==> src/common/psrc_pkg.sv <==
package psrc_pkg;

  // ---------------------------------------------------------------
  // Timing
  // ---------------------------------------------------------------
  // Clock rate in MHz
  localparam int unsigned CLK_MHZ = 250;
  // Debounce interval in ms
  localparam int unsigned DEBOUNCE_MS = 10;
  // Delay before a pin-triggered reset in ms
  localparam int unsigned RESET_DELAY_MS = 200;
  // Soft reset pulse width in ms
  localparam int unsigned SOFT_PULSE_MS = 10;
  // Derived cycle counts
  localparam int unsigned DEBOUNCE_CYC = DEBOUNCE_MS * 1000 * CLK_MHZ;
  localparam int unsigned RESET_DELAY_CYC = RESET_DELAY_MS * 1000 * CLK_MHZ;
  localparam int unsigned SOFT_PULSE_CYC = SOFT_PULSE_MS * 1000 * CLK_MHZ;

  // ---------------------------------------------------------------
  // Pin-function codes
  // ---------------------------------------------------------------
  localparam logic [3:0] PFS_ONOFF_HIGH = 4'h0;
  localparam logic [3:0] PFS_ONOFF_LOW = 4'h1;
  localparam logic [3:0] PFS_AON_RISE = 4'h2;
  localparam logic [3:0] PFS_AON_FALL = 4'h3;
  localparam logic [3:0] PFS_CR_HIGH = 4'h4;

  // ---------------------------------------------------------------
  // Power command codes
  // ---------------------------------------------------------------
  localparam logic [1:0] CMD_NONE = 2'h0;
  localparam logic [1:0] CMD_POWER_OFF = 2'h1;
  localparam logic [1:0] CMD_SEAL = 2'h2;
  localparam logic [1:0] CMD_BATTERY_RECOVERY = 2'h3;

  // Power states, one-hot
  typedef enum logic [4:0] {
    PST_BOOT = 5'h01,
    PST_ON = 5'h02,
    PST_OFF = 5'h04,
    PST_SEAL = 5'h08,
    PST_RECOVERY = 5'h10
  } psrc_state_t;

  // Outputs that leave together
  typedef struct packed {
    logic system_rail_en;
    logic aux_linear_regulator_en;
    logic reset_n;
    logic hard_reset;
    logic soft_reset_restore_defaults;
  } psrc_out_t;

endpackage

==> src/verilog/psrc_debounce.sv <==
`timescale 1ns/1ps
// Stable-level filter: the output follows the input only after the input
// has held one level for CYCLES consecutive clocks.
module psrc_debounce #(
  parameter int unsigned CYCLES = psrc_pkg::DEBOUNCE_CYC
) (
  // Clock and reset
  input wire logic sys_clk,
  input wire logic rst_n,
  // Raw and qualified level
  input wire logic raw,
  output logic level
);

  // ---------------------------------------------------------------
  // State
  // ---------------------------------------------------------------
  typedef struct packed {
    logic [31:0] cnt;
    logic level;
  } psrc_deb_t;

  psrc_deb_t st;
  psrc_deb_t next_st;

  // Restart the count whenever the input agrees with the output; a glitch never qualifies
  always_comb begin
    next_st = st;
    if (raw == st.level) begin
      next_st.cnt = 32'h0;
    end else if (st.cnt >= 32'(CYCLES - 1)) begin
      next_st.level = raw;
      next_st.cnt = 32'h0;
    end else begin
      next_st.cnt = st.cnt + 32'h1;
    end
  end

  // Register the state
  always_ff @(posedge sys_clk or negedge rst_n) begin
    if (!rst_n) begin
      st <= '0;
    end else begin
      st <= next_st;
    end
  end

  assign level = st.level;

endmodule

==> src/verilog/psrc_power_switch.sv <==
`timescale 1ns/1ps
//
// Contract
// - OFF: rail off, aux kept if needed
// - SEAL: everything off, lowest consumption
// - Requests from pins, commands, internal conditions
// - Soft reset: 10ms low pulse, policy
// - Hard reset restarts full power-on sequence
// - Cold boot: ON with charger, else SEAL or recovery by harvester
// - ON: commands enter OFF, SEAL, recovery
// - Pin shutdown: OFF or recovery by config
// - Charger or key pin restores power
// - ON keeps system rail enabled
// - Code 0000: high on/off, low reset
// - Code 0001: low on/off, low reset
// - Code 0010: rising edges, delayed resets
// - Code 0011: falling edges, delayed resets
// - Code 0100: pin b high, insertion reset
module psrc_power_switch #(
  parameter int unsigned DEBOUNCE_CYC = psrc_pkg::DEBOUNCE_CYC,
  parameter int unsigned RESET_DELAY_CYC = psrc_pkg::RESET_DELAY_CYC,
  parameter int unsigned SOFT_PULSE_CYC = psrc_pkg::SOFT_PULSE_CYC
) (
  // Clock and reset
  input wire logic sys_clk,
  input wire logic rst_n,
  // Pins
  input wire logic power_func_in_a,
  input wire logic power_func_in_b,
  input wire logic charger_input,
  // Configuration
  input wire logic [3:0] pin_function_select,
  input wire logic harvester_enable,
  input wire logic soft_reset_reg_policy,
  input wire logic aux_linear_reg_sequence,
  input wire logic aux_on_request,
  // Power command register write, one-cycle strobe
  input wire logic power_command_we,
  input wire logic [1:0] power_command_reg,
  // Internal qualifying shutdown condition
  input wire logic internal_shutdown,
  // Outputs
  output logic system_rail_en,
  output logic aux_linear_regulator_en,
  output logic reset_n,
  output logic hard_reset,
  output logic soft_reset_restore_defaults,
  output logic [4:0] power_state
);

  // ---------------------------------------------------------------
  // Debounced pins
  // ---------------------------------------------------------------
  logic pin_a;
  logic pin_b;

  psrc_debounce #(.CYCLES(DEBOUNCE_CYC)) u_deb_a (
    .sys_clk(sys_clk),
    .rst_n(rst_n),
    .raw(power_func_in_a),
    .level(pin_a)
  );
  psrc_debounce #(.CYCLES(DEBOUNCE_CYC)) u_deb_b (
    .sys_clk(sys_clk),
    .rst_n(rst_n),
    .raw(power_func_in_b),
    .level(pin_b)
  );

  // ---------------------------------------------------------------
  // State
  // ---------------------------------------------------------------
  typedef struct packed {
    psrc_pkg::psrc_state_t fsm;
    psrc_pkg::psrc_out_t out;
    logic pin_a_q;       // Previous qualified levels, for edges
    logic pin_b_q;
    logic chg_q;         // Previous charger level
    logic hard_pend;     // Delayed hard reset armed
    logic soft_pend;     // Delayed soft reset armed
    logic [31:0] dly;    // 200ms delay counter
    logic [31:0] pulse;  // Reset pulse counter
  } psrc_st_t;

  psrc_st_t st;
  psrc_st_t next_st;

  // Always-on codes block pin shutdown
  function automatic logic is_aon(input logic [3:0] code);
    return code == psrc_pkg::PFS_AON_RISE || code == psrc_pkg::PFS_AON_FALL
        || code == psrc_pkg::PFS_CR_HIGH;
  endfunction

  logic on_level;
  logic chg_rise;
  logic soft_req;
  logic hard_arm;
  logic soft_arm;

  // Pin decoding per pin-function code
  always_comb begin
    chg_rise = charger_input && !st.chg_q;
    hard_arm = 1'b0;
    soft_arm = 1'b0;
    soft_req = 1'b0;
    on_level = 1'b1;
    unique case (pin_function_select)
      psrc_pkg::PFS_ONOFF_HIGH: begin
        on_level = pin_a;
        soft_req = !pin_b && st.pin_b_q;
      end
      psrc_pkg::PFS_ONOFF_LOW: begin
        on_level = !pin_a;
        soft_req = !pin_b && st.pin_b_q;
      end
      psrc_pkg::PFS_AON_RISE: begin
        hard_arm = pin_a && !st.pin_a_q;
        soft_arm = pin_b && !st.pin_b_q;
      end
      psrc_pkg::PFS_AON_FALL: begin
        hard_arm = !pin_a && st.pin_a_q;
        soft_arm = !pin_b && st.pin_b_q;
      end
      psrc_pkg::PFS_CR_HIGH: begin
        hard_arm = chg_rise && pin_a;
        soft_arm = chg_rise && pin_b;
      end
      // Codes outside this block read no pin; on_level stays high, so OFF, SEAL and recovery wake to ON unless internal_shutdown is high
      default: begin
        on_level = 1'b1;
      end
    endcase
  end

  // Next-state logic
  always_comb begin
    next_st = st;
    next_st.pin_a_q = pin_a;
    next_st.pin_b_q = pin_b;
    next_st.chg_q = charger_input;
    next_st.out.hard_reset = 1'b0;
    // Reset pulse countdown
    if (st.pulse != 32'h0) begin
      next_st.pulse = st.pulse - 32'h1;
    end else begin
      next_st.out.reset_n = 1'b1;
    end
    if (hard_arm || soft_arm) begin
      next_st.hard_pend = st.hard_pend || hard_arm;
      next_st.soft_pend = st.soft_pend || soft_arm;
      next_st.dly = 32'(RESET_DELAY_CYC - 1);
    end else if ((st.hard_pend || st.soft_pend) && st.dly != 32'h0) begin
      next_st.dly = st.dly - 32'h1;
    end else if (st.hard_pend) begin
      // Hard reset pulse wins over soft
      next_st.out.hard_reset = 1'b1;
      next_st.hard_pend = 1'b0;
      next_st.soft_pend = 1'b0;
      next_st.fsm = psrc_pkg::PST_BOOT;
    end else if (st.soft_pend) begin
      // Delay ran out; the pulse itself is raised below, only while ON
      next_st.soft_pend = 1'b0;
    end
    if ((soft_req || (st.soft_pend && !st.hard_pend && !hard_arm && !soft_arm
         && st.dly == 32'h0)) && st.fsm == psrc_pkg::PST_ON) begin
      next_st.out.reset_n = 1'b0;
      next_st.pulse = 32'(SOFT_PULSE_CYC - 1);
      next_st.out.soft_reset_restore_defaults = soft_reset_reg_policy;
    end
    unique case (st.fsm)
      psrc_pkg::PST_BOOT: begin
        if (charger_input) begin
          next_st.fsm = psrc_pkg::PST_ON;
        end else begin
          next_st.fsm = harvester_enable ? psrc_pkg::PST_RECOVERY : psrc_pkg::PST_SEAL;
        end
      end
      psrc_pkg::PST_ON: begin
        if (power_command_we && power_command_reg == psrc_pkg::CMD_POWER_OFF) begin
          next_st.fsm = psrc_pkg::PST_OFF;
        end else if (power_command_we && power_command_reg == psrc_pkg::CMD_SEAL) begin
          next_st.fsm = psrc_pkg::PST_SEAL;
        end else if (power_command_we
                     && power_command_reg == psrc_pkg::CMD_BATTERY_RECOVERY) begin
          next_st.fsm = psrc_pkg::PST_RECOVERY;
        end else if ((!on_level && !is_aon(pin_function_select)) || internal_shutdown) begin
          next_st.fsm = harvester_enable ? psrc_pkg::PST_RECOVERY : psrc_pkg::PST_OFF;
        end
      end
      psrc_pkg::PST_OFF, psrc_pkg::PST_SEAL, psrc_pkg::PST_RECOVERY: begin
        if (chg_rise || charger_input
            || (on_level && !is_aon(pin_function_select) && !internal_shutdown)) begin
          next_st.fsm = psrc_pkg::PST_ON;
        end
      end
      default: begin
        next_st.fsm = psrc_pkg::PST_BOOT;
      end
    endcase
    next_st.out.system_rail_en = (next_st.fsm == psrc_pkg::PST_ON);
    if (next_st.fsm == psrc_pkg::PST_ON) begin
      next_st.out.aux_linear_regulator_en = aux_on_request || aux_linear_reg_sequence;
    end else if (next_st.fsm == psrc_pkg::PST_OFF) begin
      // Kept by the sequence bit, or because it was already on at entry
      next_st.out.aux_linear_regulator_en = aux_linear_reg_sequence
          || st.out.aux_linear_regulator_en;
    end else begin
      next_st.out.aux_linear_regulator_en = 1'b0;
    end
  end

  // Register all state
  always_ff @(posedge sys_clk or negedge rst_n) begin
    if (!rst_n) begin
      st <= '{fsm: psrc_pkg::PST_BOOT, out: '{reset_n: 1'b1, default: 1'b0},
              default: '0};
    end else begin
      st <= next_st;
    end
  end

  assign system_rail_en = st.out.system_rail_en;
  assign aux_linear_regulator_en = st.out.aux_linear_regulator_en;
  assign reset_n = st.out.reset_n;
  assign hard_reset = st.out.hard_reset;
  assign soft_reset_restore_defaults = st.out.soft_reset_restore_defaults;
  assign power_state = st.fsm;
endmodule
==> config.mk <==
export PLATFORM = sky130hd
export DESIGN_NAME = psrc_power_switch
export DESIGN_NICKNAME = d
export VERILOG_FILES = /design/src/common/psrc_pkg.sv /design/src/verilog/psrc_debounce.sv /design/src/verilog/psrc_power_switch.sv
export SDC_FILE = /design/constraint.sdc
export NUM_CORES = 1
export LEC_CHECK = 0
export BUFFER_PORTS_ARGS = -buffer_cell sky130_fd_sc_hd__buf_2
export CORE_MARGIN = 2
export CORE_UTILIZATION = 62
export CTS_CLUSTER_DIAMETER = 40
export DETAILED_ROUTE_END_ITERATION = 12
export PLACE_DENSITY = 0.81
export SETUP_SLACK_MARGIN = 0.1
export SYNTH_ARGS = -nofsm -noshare
export SYNTH_HDL_FRONTEND = slang
export SYNTH_SLANG_ARGS = --single-unit
==> constraint.sdc <==
create_clock -name sys_clk -period 3 [get_ports sys_clk]
set_clock_uncertainty 0.15 [all_clocks]
set_input_delay 0.3 -clock sys_clk [delete_from_list [all_inputs] [get_ports sys_clk]]
set_output_delay 0.3 -clock sys_clk [all_outputs]
set_load 0.01 [all_outputs]
==> summary.txt, run 1 <==
Min path
  • Worst Hold Depth: 3
  • Hold WC Path Type: input pin to register
  • Hold wc startpoint: aux_on_request
  • Worst Hold End: aux_linear_regulator_en$_DFF_PN0_

Logic synthesis
  • Main area contributors after synthesis: dfrtp_1, nor2_1, xor2_1
  • Mapped cell area: roughly 0.007 mm²
  • Post-synth EDFFs: 0
  • Count leader, synth: dfrtp_1
  • Synth top cells by count: dfrtp_1, nor2_1, nand2_1
  • Top cell type's share of synthesized area: 0.512
  • Top_reg_cell synth: dfrtp_1
  • Seq cells post-synth: roughly 150
  • Ys async rst share: 1.00
  • Mapped Cells: between 700 and 800
  • Ys Warns: 0
  • Syn avg cell area: 9.84 µm²
  • Unique masters post-synth: 70
  • Seq/Total Area, Yosys: 0.520
  • Largest area contributor in the netlist: dfrtp_1

Floorplanning
  • Num ports: 27
  • Die Y: 110 µm
  • Initial Util: 0.639
  • Core Area: 0.0109 mm²
  • Full die area: between 0.01 and 0.015 mm²
  • Chip Width: ~110 µm
  • Num rows: 38

Clock tree
  • Clock transition at path regs: 60 ps
  • Clk buf depth: 2
  • Root buffer cell: clkbuf_16
  • Worst skew pair latency: 420 ps
  • CTS buffer count: 17
  • CTS tree: built
  • Clock sink count: 145
  • H-tree levels: 4

Pwr
  • Worst IR Drop VDD: 0.000514 V
  • Overall Power: between 5 and 6 mW
  • Leak pwr: 3.20 nW
  • P per Cell Area: ~680 mW/mm²

Flow run
  • Max_cap viols: 0

Drt
  • DRC errors left: 0
  • Final WL: about 14 mm
  • Via-to-Cell Ratio: 5.63
  • DRT Pass-1 Iters: 4
  • Per-cell routed wire length: between 15 and 20 µm
  • Routed Antenna Nets: 0
  • Via count: 5195
  • 1st-iter DRT viols: 356

Final layout
  • Ratio of cells with drive above 1 in the final layout: 0.123
  • Fillcell total: 774
  • Non-Filler Instances: about 920
  • Nets@finish: 790
  • Area Overhead vs Synth: 14.5%
  • ANT cells: 0

Critical path
  • Arrival @ worst endpoint: 2770 ps
  • Setup slack, reg-to-reg: 380 ps
  • Crit end category: register
  • Critical Path Source Type: register
  • R2R depth: 9
  • Crit-path max FO: 5
  • Reg2reg start: st[32]$_DFFE_PN0P_
  • Reg2reg end: soft_reset_restore_defaults$_DFFE_PN0P_
  • Critical path type: register to register
  • Worst EP required: 3150 ps

STA
  • Setup TNS: 0 ps
  • Hold Violations, Final: 0
  • Worst slew pin tran: just under 900 ps
  • Slew Limit Headroom: 0.406
  • Final Max Slew Viols: 0
  • # setup viols final: 0
  • Setup WS post-layout: about 380 ps
  • F_max: 381 MHz
  • Tmin final: 2620 ps
  • Fin crit share: 0.874
  • RSZ-0062 raised after global routing: false

Placed design
  • Port Buffers: 26
  • Placed Cells incl. Taps: 883
  • Pre-CTS setup slack: ~310 ps
  • Post-DP HPWL: around 9.4 mm
  • Gpl congestion: 0.880

GRT
  • GR Util All Layers: 0.257
  • GR Overflow Total: 0
  • GRT Max-Usage Layer: met2
  • Vias in the first global route: 5205
  • Largest net degree at the start of global routing: 78
  • Initial antenna violation count: 1
  • Grt met2 use: 0.415
  • Met3 Use GR: 0.0782
  • First-pass GRT wire length: between 20 and 25 mm
  • Met1 Use GR: 0.334

Run status
  • Status: completed
[stage by stage]
| step | utilization | area (µm²) | hold WS, ps |
|---|---|---|---|
| 2_1_floorplan | - | 7060 | -146 |
| 3_3_place_gp | 0.673 | 7350 | 211 |
| 3_5_place_dp | 0.673 | 7350 | 217 |
| 4_1_cts | 0.730 | 7980 | 6.14 |
| 5_1_grt | 0.732 | 8000 | 18.5 |
| 6_report | 0.732 | 8000 | 22.4 |
[how the worst max path moves through the flow]
stage,cells after the start,end,startpoint
6_report,9,soft_reset_restore_defaults$_DFFE_PN0P_,st[32]$_DFFE_PN0P_
5_1_grt,9,soft_reset_restore_defaults$_DFFE_PN0P_,st[32]$_DFFE_PN0P_
3_3_place_gp,9,soft_reset_restore_defaults$_DFFE_PN0P_,st[32]$_DFFE_PN0P_
4_1_cts,9,soft_reset_restore_defaults$_DFFE_PN0P_,st[32]$_DFFE_PN0P_
2_1_floorplan,9,soft_reset_restore_defaults$_DFFE_PN0P_,st[32]$_DFFE_PN0P_
3_5_place_dp,9,soft_reset_restore_defaults$_DFFE_PN0P_,st[32]$_DFFE_PN0P_
[power by group]
group	internal (mW)	switching, mW
sequential	2.25	0.292
combinational	0.388	0.477
clock	1.20	0.830
[cell type report]
cell class / instances / area (µm²) / area share
Clock buffer: 19 / 453 / 0.0566
Sequential cell: 145 / 3630 / 0.454
Timing Repair Buffer: 45 / 304 / 0.0380
Inverter: 16 / 60.1 / 0.00751
Multi-Input combinational cell: 544 / 3250 / 0.406
Clock inverter: 13 / 125 / 0.0156
Tap cell: 140 / 175 / 0.0219
[layer usage]
layer	vias up	part of all wire
met5	-	0
met4	0	0.014
met3	17	0.045
met2	100	0.49
met1	2545	0.45
li1	2533	-
[cell usage in the layout, fill, tap and decap left out, types with 4 or more instances in the layout]
master / count
nand4_1: 17
nor3b_1: 7
xnor2_1: 46
or3_1: 5
nand3_1: 31
and4_1: 5
nor2_1: 130
buf_4: 13
xor2_1: 51
and3_1: 11
nand3b_1: 4
ha_1: 4
nand2b_1: 5
clkbuf_16: 17
inv_6: 6
dfrtp_1: 143
conb_1: 20
buf_2: 25
o21ai_0: 17
nor2b_1: 8
dlygate4sd3_1: 5
inv_1: 15
nand2_1: 63
a21oi_1: 18
nor3_1: 26
nor4_1: 15
[registers in the layout, summed over array words and instances (netlist names)]
| register | cells |
|---|---|
| u_deb_a.st | 32 |
| u_deb_b.level | 1 |
| soft_reset_restore_defaults | 1 |
| u_deb_b.st | 32 |
| st | 69 |
| hard_reset | 1 |
| system_rail_en | 1 |
| reset_n | 1 |
| power_state | 5 |
| aux_linear_regulator_en | 1 |
| u_deb_a.level | 1 |
[critical path, stage by stage, from the launching register on]
cell and delay [ps]:
dfrtp_1 400, inv_1 70, ha_1 160, nor3b_1 310, nand4_2 290, nor3_4 260
inv_2 40, nor3_1 260, o21a_2 220, mux2_1 340
[what timing repair did]
| action | in CTS | in global routing |
|---|---|---|
| endpoints found under the hold margin | 78 | 0 |
| buffers inserted | 0 | 2 |
| hold buffers | 5 | 0 |
| gates resized for setup | 0 | 1 |
| endpoints found under the setup margin | 0 | 14 |
[logic make-up (layout without fill, tap and decap cells)]
kind of cell	count (synthesis)	after routing	synth area share
AO/OA/AOI/OAI	66	66	0.0610
XOR/XNOR	97	97	0.122
adder cells (fa/ha/maj)	4	4	0.00716
buffers and inverters	40	93	0.0258
flip-flops	145	145	0.520
multiplexers	4	4	0.00627
other	1	20	0.000537
AND/OR/NAND/NOR	353	353	0.258
Note: power is estimated with default switching activity, not from simulation.
==> run 2, diff against run 1 <==
--- a/config.mk
+++ b/config.mk
@@ -6,11 +6,12 @@
 export NUM_CORES = 1
 export LEC_CHECK = 0
 export BUFFER_PORTS_ARGS = -buffer_cell sky130_fd_sc_hd__buf_2
-export CORE_MARGIN = 2
+export CORE_MARGIN = 3
 export CORE_UTILIZATION = 62
 export CTS_CLUSTER_DIAMETER = 40
 export DETAILED_ROUTE_END_ITERATION = 12
 export PLACE_DENSITY = 0.81
+export RECOVER_POWER = 25
 export SETUP_SLACK_MARGIN = 0.1
 export SYNTH_ARGS = -nofsm -noshare
 export SYNTH_HDL_FRONTEND = slang
==> run 2 against run 1 <==
The flow now finishes with violations (capacitance limit, slew limit). Sequential power barely moved. Final cell count fell by 0.33%. Worst hold slack improved by 17 ps. Clock-buffer cell count fell by 1. Register-to-register slack improved by 60 ps. Die area rose by 3.7%. Power rose by 2.5%. First-iteration DRC count fell by 26%. Clock power rose by 7%.
==> summary.txt, run 2 (synthesis results as in run 1) <==
Run status
  • Status: complete, but fails checks
  • Failing checks: capacitance limit, slew limit

Clock tree
  • CTS buffer count: 17
  • CTS tree: built
  • Clk buf depth: 2
  • Clock sink count: ~150
  • Root buffer cell: clkbuf_16
  • H-tree levels: 4
  • Worst skew pair latency: about 420 ps
  • Clock transition at path regs: about 60 ps

Floorplanning
  • Num rows: 38
  • Chip Width: 112 µm
  • Core Area: 0.0109 mm²
  • Initial Util: 0.639
  • Full die area: approximately 0.013 mm²
  • Die Y: 112 µm
  • Num ports: 27

Drt
  • DRC errors left: 0
  • Routed Antenna Nets: 0
  • DRT Pass-1 Iters: 4
  • Per-cell routed wire length: about 15 µm
  • Via count: 5143
  • Via-to-Cell Ratio: 5.60
  • Final WL: 13.9 mm
  • 1st-iter DRT viols: approximately 260

STA
  • Setup TNS: 0 ps
  • Slew Limit Headroom: -0.108
  • Final Max Slew Viols: between 60 and 70
  • RSZ-0062 raised after global routing: false
  • Worst slew pin tran: 1660 ps
  • Fin crit share: 0.853
  • Tmin final: between 2000 and 3000 ps
  • F_max: 391 MHz
  • # setup viols final: 0
  • Setup WS post-layout: about 440 ps
  • Hold Violations, Final: 0

GRT
  • First-pass GRT wire length: between 20 and 25 mm
  • Initial antenna violation count: 1
  • GR Overflow Total: 0
  • Met1 Use GR: 0.287
  • Largest net degree at the start of global routing: 68
  • Met3 Use GR: 0.0722
  • Vias in the first global route: around 5300
  • GR Util All Layers: 0.237
  • Grt met2 use: 0.400
  • GRT Max-Usage Layer: met2

Placed design
  • Pre-CTS setup slack: 262 ps
  • Gpl congestion: between 0.8 and 0.9
  • Post-DP HPWL: around 9.4 mm
  • Port Buffers: 26

Pwr
  • Power share of the combinational group: 0.153
  • Sequential Power Share: 0.456
  • Leak pwr: 3.19 nW
  • Overall Power: 5.57 mW
  • Cell-internal power: 3.98 mW
  • Switching Fraction: 0.286
  • Worst IR Drop VDD: 0.000530 V
  • Psw: 1.60 mW
  • Clock share of power: 0.391
  • P per Cell Area: 696 mW/mm²

Critical path
  • Critical Path Source Type: register
  • Crit end category: register
  • CP cell instances: ha_1 -> and4_1 -> nor3_1 -> o21ai_0 -> a2111o_1 -> a21oi_1 -> nand2_2 -> nor2_1
  • Slowest CP cell: a2111o_1
  • Crit-path max FO: 21
  • Arrival @ worst endpoint: 2750 ps
  • Worst EP required: ~3200 ps
  • Family with the most delay on the worst path: simple AND/OR/NAND/NOR gates
  • WP buf/inv: 0
  • Critical path type: register to register
  • CP max stage delay: 420 ps

Final layout
  • Ratio of cells with drive above 1 in the final layout: 0.116
  • ANT cells: 0
  • Commonest non-fill, non-tap cells in the layout: dfrtp_1, nor2_1, nand2_1
  • Area Overhead vs Synth: 14.6%
  • Post-layout util: 0.732
  • Largest register by flop count: st
  • Largest register FFs: 69
  • Commonest non-fill, non-tap cell in the layout: dfrtp_1
  • Regs by FF count: st (69), u_deb_a.st (32), u_deb_b.st (32)
  • Nets@finish: 787

Flow run
  • Max_cap viols: 1

Min path
  • Hold WC Path Type: input pin to register
## run 2: changes by cell type in the layout (fill, tap and decap cells not counted), sizes merged
cell      previous run  this run
clkbuf              19        22
buf                 40        33
bufinv               1         3
inv                 22        20
clkinvlp             2         3
## run 2: stage by stage
step                area [µm²]  cells  hold WS [ps]
CTS                       8020    919          22.2
finish                    8010    919          39.9
floorplan                 7060    729          -146
global route              8010    919          37.6
detailed placement        7350    882           188
global placement          7350    882           182
## run 2: final cells by class
type,count,area (µm²)
clock buffer,18,439
clock inverter,14,179
fill,776,2930
inverter,16,60.1
multi-input combinational,544,3250
sequential,145,3630
tap,140,175
timing repair buffer,42,272
## run 2: worst min-delay path, cell delays in order
cell     delay, ps
buf_2           80
nor2_1          50
mux2i_1        120
## run 2: timing repair
item / in CTS / in global routing
endpoints found under the hold margin: 68 / 0
setup buffers: 0 / 0
gates resized for setup: 0 / 1
hold buffers: 5 / 0
setup endpoints to repair: 0 / 21
## run 2: power by group through the flow
stage / Clock (mW) / Sequential [mW] / Combinational [mW]
4_1_cts: 2.21 / 2.54 / 0.861
6_report: 2.18 / 2.54 / 0.850
3_3_place_gp: 0 / 2.54 / 0.796
2_1_floorplan: 0 / 2.51 / 0.639
5_1_grt: 2.30 / 2.58 / 0.964
3_5_place_dp: 0 / 2.57 / 0.840
## run 2: final timing paths
check | from | endpoint | slack [ps] | depth (start not counted)
max in group asynchronous | rst_n | st[50]$_DFFE_PN0P_ | 930 | 3
min in group asynchronous | rst_n | st[8]$_DFFE_PN0P_ | 710 | 2
worst min-delay path | aux_on_request | aux_linear_regulator_en$_DFF_PN0_ | 40 | 3
worst max-delay path | u_deb_a.st[1]$_DFF_PN0_ | u_deb_a.st[19]$_DFF_PN0_ | 440 | 8
worst min register to register | u_deb_b.level$_DFFE_PN0P_ | st[67]$_DFF_PN0_ | 320 | 0
worst max register to register | u_deb_a.st[1]$_DFF_PN0_ | u_deb_a.st[19]$_DFF_PN0_ | 440 | 8
## run 2: layer usage
metal | wire length [µm] | vias up | share of wire
met5 | 7 | - | 0.00051
met1 | 5850 | 2494 | 0.42
met3 | 678 | 22 | 0.049
met2 | 7080 | 115 | 0.51
met4 | 243 | 2 | 0.018
li1 | - | 2510 | -
